### src/prs_map.vh
`ifndef PRS_MAP_VH
`define PRS_MAP_VH
// Sensor geometry with one-based coordinates.
`define PRS_COLS        12'd2352
`define PRS_ROWS        11'd1728
`define PRS_FIRST_COL   12'd1
`define PRS_FIRST_ROW   11'd1
// Tap arrangements.
`define PRS_TAPS_FOUR   3'd4
`define PRS_TAPS_TWO    3'd2
// Pixel data width and output buffer geometry.
`define PRS_PIX_W       10
`define PRS_WORD_W      28
`define PRS_FIFO_DEPTH  16
`define PRS_FIFO_AW     4
// Field positions inside the buffer word; bits 12 to 10 are spare and zero.
`define PRS_W_END       27
`define PRS_W_TAP_HI    26
`define PRS_W_TAP_LO    24
`define PRS_W_ROW_HI    23
`define PRS_W_ROW_LO    13
`define PRS_W_PIX_HI    9
`endif

### src/prs_sequencer.v
`timescale 1ns/1ps
`include "prs_map.vh"

module prs_fifo #(
  parameter WIDTH = 28,
  parameter DEPTH = 16,
  parameter AW    = 4
) (
  input  wire             clk_in,     // Clock.
  input  wire             rst_b_in,   // Synchronised active-low reset.
  input  wire             wr_valid_in, // Write data valid.
  output wire             wr_ready_out, // Space available.
  input  wire [WIDTH-1:0] wr_data_in, // Write data.
  output wire             rd_valid_out, // Data available.
  input  wire             rd_ready_in, // Reader accepts.
  output wire [WIDTH-1:0] rd_data_out // Read data.
);
  reg [WIDTH-1:0] mem_r [0:DEPTH-1];
  reg [AW-1:0]    wp_r;
  reg [AW-1:0]    rp_r;
  reg [AW:0]      cnt_r;
  wire            do_wr;
  wire            do_rd;

  // Handshakes and honest full and empty flags.
  assign wr_ready_out = (cnt_r != DEPTH);
  assign rd_valid_out = (cnt_r != {(AW+1){1'b0}});
  assign do_wr        = wr_valid_in & wr_ready_out;
  assign do_rd        = rd_valid_out & rd_ready_in;
  assign rd_data_out  = mem_r[rp_r];

  // Storage is written at the write index.
  always @(posedge clk_in) begin
    if (do_wr) begin
      mem_r[wp_r] <= wr_data_in;
    end
  end

  // Pointers and occupancy count.
  always @(posedge clk_in or negedge rst_b_in) begin
    if (!rst_b_in) begin
      wp_r  <= {AW{1'b0}};
      rp_r  <= {AW{1'b0}};
      cnt_r <= {(AW+1){1'b0}};
    end else begin
      if (do_wr) begin
        wp_r <= wp_r + 1'b1;
      end
      if (do_rd) begin
        rp_r <= rp_r + 1'b1;
      end
      if (do_wr && !do_rd) begin
        cnt_r <= cnt_r + 1'b1;
      end else if (do_rd && !do_wr) begin
        cnt_r <= cnt_r - 1'b1;
      end
    end
  end
endmodule

module prs_sequencer (
  input  wire        CLOCK_IN,        // Pixel clock, 40 MHz.
  input  wire        RST_B_IN,        // Asynchronous active-low reset.
  input  wire        FRAME_START_IN,  // Pin: request a new frame.
  input  wire        TWO_TAP_IN,      // Pin: 1 selects two-tap, 0 four-tap.
  input  wire [9:0]  PIX_DATA_IN,     // Pixel value for the addressed site.
  output reg  [11:0] PIX_COL_OUT,     // Column address to the array.
  output reg  [10:0] PIX_ROW_OUT,     // Row address to the array.
  output reg         OUT_VALID_OUT,   // Output word valid.
  input  wire        OUT_READY_IN,    // Grabber side accepts.
  output reg  [11:0] OUT_COL_OUT,     // Column of output pixel.
  output reg  [10:0] OUT_ROW_OUT,     // Row of output pixel.
  output reg  [2:0]  OUT_TAP_OUT,     // Tap number, one based.
  output reg  [9:0]  OUT_PIX_OUT,     // Pixel value.
  output reg         OUT_FRAME_END_OUT, // Last pixel of frame.
  output reg         BUSY_OUT         // Frame readout in progress.
);
  localparam ST_IDLE = 1'b0;
  localparam ST_SCAN = 1'b1;

  reg [1:0]  rst_sync_r;
  wire       rst_b;
  reg [2:0]  fs_sync_r;
  reg [2:0]  tt_sync_r;
  reg        fs_lvl_r;
  reg        fs_prev_r;
  reg        tt_lvl_r;
  reg        state_r;
  reg        state_nxt;
  reg [11:0] col_r;
  reg [11:0] col_nxt;
  reg [10:0] row_r;
  reg [10:0] row_nxt;
  reg        two_tap_r;
  wire       fs_rise;
  wire       last_col;
  wire       last_pix;
  wire       push;
  wire       fifo_ready;
  wire       fifo_valid;
  wire [27:0] wdata;
  wire [27:0] rdata;
  wire       take;

  // Tap for a one-based column in four- or two-tap mode.
  function [2:0] tap_of;
    input [11:0] col;
    input        two;
    reg   [11:0] c0;
    begin
      c0 = col - `PRS_FIRST_COL;
      if (two) begin
        tap_of = {2'b00, c0[0]} + 3'd1;
      end else begin
        tap_of = {1'b0, c0[1:0]} + 3'd1;
      end
    end
  endfunction

  // Reset release through two flip-flops.
  always @(posedge CLOCK_IN or negedge RST_B_IN) begin
    if (!RST_B_IN) begin
      rst_sync_r <= 2'b00;
    end else begin
      rst_sync_r <= {rst_sync_r[0], 1'b1};
    end
  end
  assign rst_b = rst_sync_r[1];

  // Pin inputs pass three flip-flops; a change counts when stages two and three agree.
  always @(posedge CLOCK_IN or negedge rst_b) begin
    if (!rst_b) begin
      fs_sync_r <= 3'b000;
      tt_sync_r <= 3'b000;
      fs_lvl_r  <= 1'b0;
      tt_lvl_r  <= 1'b0;
      fs_prev_r <= 1'b0;
    end else begin
      fs_sync_r <= {fs_sync_r[1:0], FRAME_START_IN};
      tt_sync_r <= {tt_sync_r[1:0], TWO_TAP_IN};
      if (fs_sync_r[1] == fs_sync_r[2]) begin
        fs_lvl_r <= fs_sync_r[2];
      end
      if (tt_sync_r[1] == tt_sync_r[2]) begin
        tt_lvl_r <= tt_sync_r[2];
      end
      fs_prev_r <= fs_lvl_r;
    end
  end
  assign fs_rise = fs_lvl_r & ~fs_prev_r;

  assign last_col = (col_r == `PRS_COLS);
  assign last_pix = last_col && (row_r == `PRS_ROWS);
  assign push     = (state_r == ST_SCAN) && fifo_ready;

  // Scan order: columns left to right, then the next row upward.
  always @* begin
    state_nxt = state_r;
    col_nxt   = col_r;
    row_nxt   = row_r;
    case (state_r)
      ST_IDLE: begin
        if (fs_rise) begin
          state_nxt = ST_SCAN;
          col_nxt   = `PRS_FIRST_COL;
          row_nxt   = `PRS_FIRST_ROW;
        end
      end
      ST_SCAN: begin
        if (push) begin
          if (last_pix) begin
            state_nxt = ST_IDLE;
          end else if (last_col) begin
            col_nxt = `PRS_FIRST_COL;
            row_nxt = row_r + 11'd1;
          end else begin
            col_nxt = col_r + 12'd1;
          end
        end
      end
      default: begin
        state_nxt = ST_IDLE;
      end
    endcase
  end

  // Sequencer state; tap mode is latched at frame start and held for the frame.
  always @(posedge CLOCK_IN or negedge rst_b) begin
    if (!rst_b) begin
      state_r   <= ST_IDLE;
      col_r     <= `PRS_FIRST_COL;
      row_r     <= `PRS_FIRST_ROW;
      two_tap_r <= 1'b0;
    end else begin
      state_r <= state_nxt;
      col_r   <= col_nxt;
      row_r   <= row_nxt;
      if (state_r == ST_IDLE && fs_rise) begin
        two_tap_r <= tt_lvl_r;
      end
    end
  end

  // Buffer word: frame end, tap, row, three spare zero bits and the pixel value.
  assign wdata = {last_pix, tap_of(col_r, two_tap_r), row_r, 3'b000, PIX_DATA_IN};

  prs_fifo #(
    .WIDTH (`PRS_WORD_W),
    .DEPTH (`PRS_FIFO_DEPTH),
    .AW    (`PRS_FIFO_AW)
  ) u_fifo (
    .clk_in       (CLOCK_IN),
    .rst_b_in     (rst_b),
    .wr_valid_in  (push),
    .wr_ready_out (fifo_ready),
    .wr_data_in   (wdata),
    .rd_valid_out (fifo_valid),
    .rd_ready_in  (take),
    .rd_data_out  (rdata)
  );

  // Output stage pops when empty or when its word is accepted.
  assign take = fifo_valid && (!OUT_VALID_OUT || OUT_READY_IN);

  // Column travels in a side register so the buffer word stays compact.
  reg [11:0] col_q_r [0:15];
  reg [3:0]  cwp_r;
  reg [3:0]  crp_r;
  always @(posedge CLOCK_IN or negedge rst_b) begin
    if (!rst_b) begin
      cwp_r <= 4'h0;
      crp_r <= 4'h0;
    end else begin
      if (push) begin
        cwp_r <= cwp_r + 4'h1;
      end
      if (take) begin
        crp_r <= crp_r + 4'h1;
      end
    end
  end
  always @(posedge CLOCK_IN) begin
    if (push) begin
      col_q_r[cwp_r] <= col_r;
    end
  end

  // Registered outputs.
  always @(posedge CLOCK_IN or negedge rst_b) begin
    if (!rst_b) begin
      PIX_COL_OUT       <= `PRS_FIRST_COL;
      PIX_ROW_OUT       <= `PRS_FIRST_ROW;
      OUT_VALID_OUT     <= 1'b0;
      OUT_COL_OUT       <= 12'h000;
      OUT_ROW_OUT       <= 11'h000;
      OUT_TAP_OUT       <= 3'h0;
      OUT_PIX_OUT       <= 10'h000;
      OUT_FRAME_END_OUT <= 1'b0;
      BUSY_OUT          <= 1'b0;
    end else begin
      PIX_COL_OUT <= col_nxt;
      PIX_ROW_OUT <= row_nxt;
      BUSY_OUT    <= (state_nxt == ST_SCAN) || fifo_valid || (OUT_VALID_OUT && !OUT_READY_IN);
      if (take) begin
        OUT_VALID_OUT     <= 1'b1;
        OUT_FRAME_END_OUT <= rdata[`PRS_W_END];
        OUT_TAP_OUT       <= rdata[`PRS_W_TAP_HI:`PRS_W_TAP_LO];
        OUT_ROW_OUT       <= rdata[`PRS_W_ROW_HI:`PRS_W_ROW_LO];
        OUT_PIX_OUT       <= rdata[`PRS_W_PIX_HI:0];
        OUT_COL_OUT       <= col_q_r[crp_r];
      end else if (OUT_READY_IN) begin
        OUT_VALID_OUT <= 1'b0;
      end
    end
  end
endmodule

### config.mk
export PLATFORM = sky130hd
export DESIGN_NAME = prs_sequencer
export DESIGN_NICKNAME = d
export VERILOG_FILES = /design/src/prs_sequencer.v
export VERILOG_INCLUDE_DIRS = /design/src
export SDC_FILE = /design/constraint.sdc
export NUM_CORES = 1
export LEC_CHECK = 0
export BUFFER_PORTS_ARGS = -buffer_cell sky130_fd_sc_hd__buf_4
export CORE_MARGIN = 2
export CORE_UTILIZATION = 62
export DETAILED_ROUTE_END_ITERATION = 10
export HOLD_SLACK_MARGIN = 0.1
export PLACE_DENSITY = 0.79
export SKIP_CTS_REPAIR_TIMING = 1
export SLEW_MARGIN = 20
export SYNTH_ARGS = -nofsm -noshare
export SYNTH_HDL_FRONTEND = slang
export SYNTH_SLANG_ARGS = --single-unit
### constraint.sdc
create_clock -name CLOCK_IN -period 4.1 [get_ports CLOCK_IN]
set_clock_uncertainty 0.15 [all_clocks]
set_input_delay 0.82 -clock CLOCK_IN [delete_from_list [all_inputs] [get_ports CLOCK_IN]]
set_output_delay 0.82 -clock CLOCK_IN [all_outputs]
set_load 0.01 [all_outputs]
==> reports/results.tsv, run 1 <==
metric	value	unit
min_period_over_period	76.31	%
async_flop_share	13.95	%
ys_ff_latch	688	
grt_max_degree	79	
postPlaceCellArea	28350	um^2
diodes	0	
design_area	30630	um^2
cts_tree	done	
tightest_slew	1.052	ns
grt.overflow.total	0	
setup_violations	0	
tns	0	ns
yosysWarnings	0	
routabilityCongestion	0.8028	
wire_per_inst	28.17	um
drt_iter0_markers	1577	
cts-root-buf	clkbuf_16	
yosysSeqAreaShare	74.89	%
num_rows	76	
grt_use_total	26.80	%
status	finished clean	
htreeDepth	3	
fillers	2441	
cap_violations	0	
layout-drive-gt1-share	29.74	%
hp-class	reg2async	
drtAntennaViolNets	0	
via_per_inst	6.545	
route.detailed.drc	0	
io_pins	77	
wl	58820	um
syn_avg_cell_area	20.34	um^2
cp.required	4.42	ns
io_buffer_count	76	
crit_arrival	3.45	ns
insertion_delay	0.59	ns
seq_area	20200	um^2
syn_inst	1325	
grt_pass1_wl	86930	um
cts.path.max_buffers	3	
initial_core_util	62.70	%
slew_viol_final	0	
crit_path_end_kind	flip-flop	
drt-pass1-iter-count	5	
synth_flop_cell	edfxtp_1	
path_clk_slew	0.06	ns
cts.sinks	688	
hold_viol	0	
die_h	212.5	um
fp.coreArea	42980	um^2
synthDistinctLibCells	56	
vias	13670	
fin_nets	1484	
cpPeakStageDelay	0.56	ns
grt_pass1_vias	13930	
multi_input_area	6322	um^2
rsz0062_at_grt	no	
synthToLayoutAreaGrowth	13.66	%
synth_edf_count	592	
post-dp-hpwl	30740	um
vdd_drop_max	448.4	uV
cts_buffers	68	
syn-num-nets	1360	
setup.worst_path.class	reg2reg	
dieArea	45150	um^2
die_x	212.5	um
antenna_found_initial	0	
period_needed	3.129	ns
cpMaxStageDelayCell	or4_4	
fmax	319.6	MHz
p_leak	10.33	nW
powerDensity	745.1	nW/um^2
cp_max_fo	24	
cp_cell_sequence	or4_4 -> o21ai_4 -> inv_2 -> ha_1 -> inv_1 -> ha_1 -> a21o_1 -> a21oi_1 -> xnor2_1 -> nor2_1 -> xnor2_1	
slew_headroom	29.88	%
crit_path_start_kind	flip-flop	
syn-cell-area	26950	um^2
-- flip-flops by register name (all words and copies together) (netlist names), 2 cells and up --
signal / count
u_fifo.mem_r: 400
cwp_r: 4
rst_sync_r: 2
PIX_COL_OUT: 12
col_q_r: 192
OUT_TAP_OUT: 3
tt_sync_r: 3
crp_r: 4
u_fifo.wp_r: 4
OUT_PIX_OUT: 10
OUT_COL_OUT: 12
PIX_ROW_OUT: 11
u_fifo.rp_r: 4
u_fifo.cnt_r: 5
OUT_ROW_OUT: 11
fs_sync_r: 3
-- layer usage --
metal	vias up	GRT usage [%]	share of wire, %
li1	5665	-	-
met1	7174	37.41	38
met2	724	43.63	51
met3	104	5.126	8.6
met4	0	8.585	2.2
met5	-	0	0
-- metrics by stage --
step	setup WS, ns	total power [mW]	util, %	hold WS (ns)	instances
3_5_place_dp	0.9977	16.67	65.96	0.1847	1961
5_1_grt	0.8310	23.68	71.27	0.1527	2088
3_3_place_gp	1.095	16.35	65.96	0.1845	1961
2_1_floorplan	1.014	14.33	-	0.1812	1325
4_1_cts	0.9931	22.87	71.11	-0.1665	2085
6_report	0.9715	22.82	71.27	0.1151	2088
-- cell type report --
cell class,instances,area share (%)
Timing Repair Buffer,137,3.619
Multi-Input combinational cell,539,20.64
Clock inverter,27,0.8496
Inverter,15,0.1838
Tap cell,585,2.390
Clock buffer,97,6.376
Sequential cell,688,65.94
-- report_power, final --
part | leakage [nW] | switching [mW] | internal, mW
clock | 1.09 | 2.56 | 3.59
combinational | 2.94 | 3.60 | 2.95
sequential | 6.31 | 0.802 | 9.32
total | 10.3 | 6.96 | 15.9
-- Yosys cell counts, types with 8 or more instances --
master    count  area, um^2
a21oi_1       9       45.04
buf_2        16       80.08
a221o_1      37       370.4
nand3_1      12       60.06
dfrtp_1      94        2352
mux4_2      148        3333
nor2_1       21       78.83
mux2i_1      40       400.4
mux2_2       39       439.2
nor3_1       44       220.2
inv_1        12       45.04
o21ai_0       8       40.04
edfxtp_1    592       17780
ha_1         19       237.7
and2_1       11       68.82
xnor2_1      16       140.1
buf_4        14       105.1
clkbuf_1     43       161.4
and3_1       17       106.4
nand2_1      41       153.9
-- cell usage in the layout, fill, tap and decap left out, drive strengths merged, types with 3 or more instances in the layout --
master / n
o22a: 3
nand3b: 3
nand4: 4
bufinv: 4
a21oi: 10
and4: 5
xnor2: 16
a221o: 37
nor4: 7
mux4: 148
and3: 17
edfxtp: 592
a31oi: 7
a211o: 4
o21ai: 13
ha: 19
nor2: 21
nand3: 12
nand2: 41
a41oi: 3
dfrtp: 94
clkbuf: 97
inv: 19
and2: 11
clkinv: 17
nand2b: 4
nor3: 44
mux2: 40
buf: 136
nor4b: 3
a21o: 7
mux2i: 40
-- worst max-delay path, delay by kind of cell (launching register included) --
kind / cells / cell delay [ns]
simple gates: 2 / 0.63
compound gates: 3 / 0.59
fa+ha+maj: 2 / 0.58
flops: 1 / 0.45
buf+inv: 2 / 0.34
xor+xnor: 2 / 0.26
-- kinds of logic after synthesis --
logic type	share of synthesized area [%]
fa+ha+maj	1.031
xor+xnor	0.5525
mux	15.53
buf+inv	1.718
simple gates	3.510
flops	74.89
other cells	0.01391
compound gates	2.762
-- worst paths after layout --
path | cells after the start | end | startpoint | slack [ns]
worst max-delay path | 11 | u_fifo.cnt_r[4]$_DFFE_PN0P_ | u_fifo.cnt_r[0]$_DFFE_PN0P_ | 0.97
worst min-delay path | 0 | PIX_ROW_OUT[9]$_DFFE_PN0P_ | rst_sync_r[1]$_DFF_PN0_ | 0.12
worst max register to register | 11 | u_fifo.cnt_r[4]$_DFFE_PN0P_ | u_fifo.cnt_r[0]$_DFFE_PN0P_ | 0.97
worst min register to register | 0 | PIX_ROW_OUT[9]$_DFFE_PN0P_ | rst_sync_r[1]$_DFF_PN0_ | 0.12
max in group asynchronous | 2 | OUT_PIX_OUT[8]$_DFFE_PN0P_ | rst_sync_r[1]$_DFF_PN0_ | 2.58
min in group CLOCK_IN | 1 | tt_sync_r[0]$_DFF_PN0_ | TWO_TAP_IN | 0.19
Power figures use the tool's default switching activity.
==> run 2: changes to the inputs <==
--- a/config.mk
+++ b/config.mk
@@ -6,6 +6,7 @@
 export SDC_FILE = /design/constraint.sdc
 export NUM_CORES = 1
 export LEC_CHECK = 0
+export ABC_AREA = 1
 export BUFFER_PORTS_ARGS = -buffer_cell sky130_fd_sc_hd__buf_4
 export CORE_MARGIN = 2
 export CORE_UTILIZATION = 62
==> constraint.sdc (replaced) <==
create_clock -name CLOCK_IN -period 3 [get_ports CLOCK_IN]
set_clock_uncertainty 0.15 [all_clocks]
set_input_delay 0.6 -clock CLOCK_IN [delete_from_list [all_inputs] [get_ports CLOCK_IN]]
set_output_delay 0.6 -clock CLOCK_IN [all_outputs]
set_load 0.01 [all_outputs]
==> run 2 against run 1 <==
Area after synthesis rose by 5.6%. Fmax rose by 24%. Sequential share of layout area fell by 3.3 points. Wire length rose by 15%. Global-route usage rose by 2.2 points. Clock power rose by 36%. Combinational power rose by 86%. Synthesized cell count rose by 93%.
==> reports/results.tsv, run 2 <==
metric	value	unit	change
io_pins	77		unchanged
fin_nets	2678		was 1484
crit_path_end_kind	flip-flop		unchanged
reg_top3	u_fifo.mem_r: 400 flops, col_q_r: 192 flops		unchanged
vias	19590		was 13670
synthDistinctLibCells	35		was 56
ys_top_cells_by_area	edfxtp_1 62%, nand2_1 13%, dfrtp_1 8.3%		was edfxtp_1 66%, mux4_2 12%, dfrtp_1 8.7%
htreeDepth	3		unchanged
largest_reg_flops	400		unchanged
cp_max_fo	166		was 24
drt_iter0_markers	2572		was 1577
status	finished clean		unchanged
r2r-start	u_fifo.rp_r[0]$_DFFE_PN0P_		was u_fifo.cnt_r[0]$_DFFE_PN0P_
grt.overflow.total	0		unchanged
slew_viol_final	0		unchanged
path_clk_slew	0.06	ns	about the same
syn-cell-area	28450	um^2	was 26950 um^2
cp.required	3.37	ns	was 4.42 ns
tns	0	ns	unchanged
wire_per_inst	20.56	um	was 28.17 um
drtAntennaViolNets	0		unchanged
synth_common_cells	1006 x nand2_1, 592 x edfxtp_1, 469 x nand3_1		was 592 x edfxtp_1, 148 x mux4_2, 94 x dfrtp_1
grt_pass1_wl	105100	um	was 86930 um
cp_common_cell	nand2_1		
synthToLayoutAreaGrowth	13.28	%	was 13.66%
yosysMostFrequentCell	nand2_1		was edfxtp_1
yosysWarnings	0		unchanged
async_flop_share	13.95	%	unchanged
syn_inst	2558		was 1325
post-dp-hpwl	38100	um	was 30740 um
holdCritStartpoint	PIX_DATA_IN[1]		
die_h	218.2	um	was 212.5 um
p_leak	12.71	nW	was 10.33 nW
rsz0062_at_grt	no		unchanged
cts-root-buf	clkbuf_16		unchanged
netlist.top_cell.by_area	edfxtp_1		unchanged
cpPeakStageDelay	0.72	ns	was 0.56 ns
routabilityCongestion	0.8266		was 0.8028
fmax	395.0	MHz	was 319.6 MHz
synth_edf_count	592		unchanged
die_x	218.2	um	was 212.5 um
period_needed	2.532	ns	was 3.129 ns
fp.coreArea	45380	um^2	was 42980 um^2
seq_area	20200	um^2	about the same
num_rows	78		was 76
crit_path_start_kind	flip-flop		unchanged
drt-pass1-iter-count	6		was 5
syn_avg_cell_area	11.12	um^2	was 20.34 um^2
diodes	0		unchanged
fillers	2960		was 2441
crit_start	u_fifo.rp_r[0]$_DFFE_PN0P_		was u_fifo.cnt_r[0]$_DFFE_PN0P_
setup.worst_path.class	reg2reg		unchanged
insertion_delay	0.61	ns	was 0.59 ns
io_buffer_count	76		unchanged
mostFrequentLayoutCells	1005 x nand2_1, 592 x edfxtp_1, 469 x nand3_1, 147 x buf_4, 89 x dfrtp_1		was 592 x edfxtp_1, 148 x mux4_2, 131 x buf_4, 88 x dfrtp_1, 70 x clkbuf_16
antenna_found_initial	1		was 0
grt_use_total	29.05	%	was 26.80%
powerDensity	1069	nW/um^2	was 745.1 nW/um^2
cpMaxStageDelayCell	dfrtp_4		was or4_4
via_per_inst	5.938		was 6.545
cts_buffers	68		unchanged
synth_flop_cell	edfxtp_1		unchanged
hold_viol	0		unchanged
regMostFlops	u_fifo.mem_r		unchanged
multi_input_area	7375	um^2	was 6322 um^2
utilization	71.02	%	was 71.27%
crit_arrival	2.91	ns	was 3.45 ns
layout-drive-gt1-share	11.12	%	was 29.74%
ys_ff_latch	688		unchanged
cap_violations	0		unchanged
wl	67820	um	was 58820 um
yosysSeqAreaShare	70.93	%	was 74.89%
cts.sinks	688		unchanged
synth_top_area_share	62.48	%	was 65.96%
dieArea	47620	um^2	was 45150 um^2
setup_violations	0		unchanged
cts.path.max_buffers	3		unchanged
hp-class	in2reg		was reg2async
cp_cell_sequence	buf_12 -> nand2_1 -> nand3_1 -> nand3_1 -> nand2_1 -> nand2_1 -> nand2_1 -> nand2_1 -> nand2_1		was or4_4 -> o21ai_4 -> inv_2 -> ha_1 -> inv_1 -> ha_1 -> a21o_1 -> a21oi_1 -> xnor2_1 -> nor2_1 -> xnor2_1
initial_core_util	62.70	%	about the same
grt_max_degree	167		was 79
vdd_drop_max	852.1	uV	was 448.4 uV
tightest_slew	1.051	ns	was 1.052 ns
final_common_cell	nand2_1		was edfxtp_1
syn-num-nets	2593		was 1360
min_period_over_period	84.40	%	was 76.31%
slew_headroom	29.93	%	was 29.88%
cts_tree	done		unchanged
grt_pass1_vias	19210		was 13930
route.detailed.drc	0		unchanged
run 2: cell types whose count changed after synthesis, moves of 37 or more:
| cell | change |
|---|---|
| mux4_2 | -148 |
| mux2i_1 | -40 |
| nor2_1 | +52 |
| nand2_1 | +965 |
| nand3_1 | +457 |
| inv_1 | +37 |
| buf_2 | +63 |
| nor3_1 | -40 |
| a221o_1 | -37 |
| mux2_2 | -37 |
run 2: layout make-up:
type                       count  share of cell area (%)
sequential                   688                   62.66
multi-input combinational   1659                   22.88
clock buffer                 103                   5.975
timing repair buffer         168                   4.635
tap                          600                   2.329
clock inverter                22                  0.8269
inverter                      58                  0.6910
run 2: power by group:
group / switching, mW / internal [mW] / total (mW)
clock network: 3.49 / 4.90 / 8.39
registers: 0.879 / 13.0 / 13.9
logic: 8.52 / 3.65 / 12.2
run 2: path summary, 6_finish.rpt:
check | endpoint | slack (ns) | depth (start not counted)
max | OUT_ROW_OUT[4]$_DFFE_PN0P_ | 0.47 | 9
min | u_fifo.mem_r[3][1]$_DFFE_PP_ | 0.13 | 1
max reg2reg | OUT_ROW_OUT[4]$_DFFE_PN0P_ | 0.47 | 9
min reg2reg | rst_sync_r[1]$_DFF_PN0_ | 0.20 | 0
max in group asynchronous | crp_r[0]$_DFFE_PN0P_ | 1.63 | 1
min in group asynchronous | rst_sync_r[1]$_DFF_PN0_ | 0.18 | 2
run 2: worst max-delay path, delay by kind of cell, from the launching register on:
kind | cells | cell delay [ns]
DFF | 1 | 0.72
buffers and inverters | 1 | 0.62
and+or+nand+nor | 8 | 0.88
run 2: cell families after synthesis:
| logic type | synth area share, % |
|---|---|
| other | 0.01318 |
| adder cells (fa/ha/maj) | 0.9763 |
| XOR/XNOR | 0.5233 |
| flip-flops | 70.93 |
| buffers and inverters | 3.580 |
| AO/OA/AOI/OAI | 0.5365 |
| multiplexers | 0.07915 |
| AND/OR/NAND/NOR | 23.36 |
run 2: through the flow:
step / total power, mW / instances / hold WS, ns / worst slack [ns] / area [um^2]
floorplan: 21.65 / 2558 / 0.1544 / 0.3348 / 28450
global placement: 25.49 / 3170 / 0.1848 / 0.5003 / 30010
detailed placement: 25.98 / 3170 / 0.1917 / 0.5222 / 30010
CTS: 34.42 / 3295 / -0.3977 / 0.5059 / 32200
global route: 36.25 / 3298 / 0.1305 / 0.3398 / 32230
finish: 34.44 / 3298 / 0.1267 / 0.4680 / 32230
run 2: metal layers:
layer | global-route usage (%) | wire (um) | share of wire [%] | up-vias
met4 | 12.79 | 2474 | 3.6 | 0
met5 | 0 | 0 | 0 | -
met2 | 46.79 | 32990 | 49 | 1128
met1 | 39.77 | 25780 | 38 | 9377
met3 | 4.412 | 6573 | 9.7 | 183
li1 | - | - | - | 8897
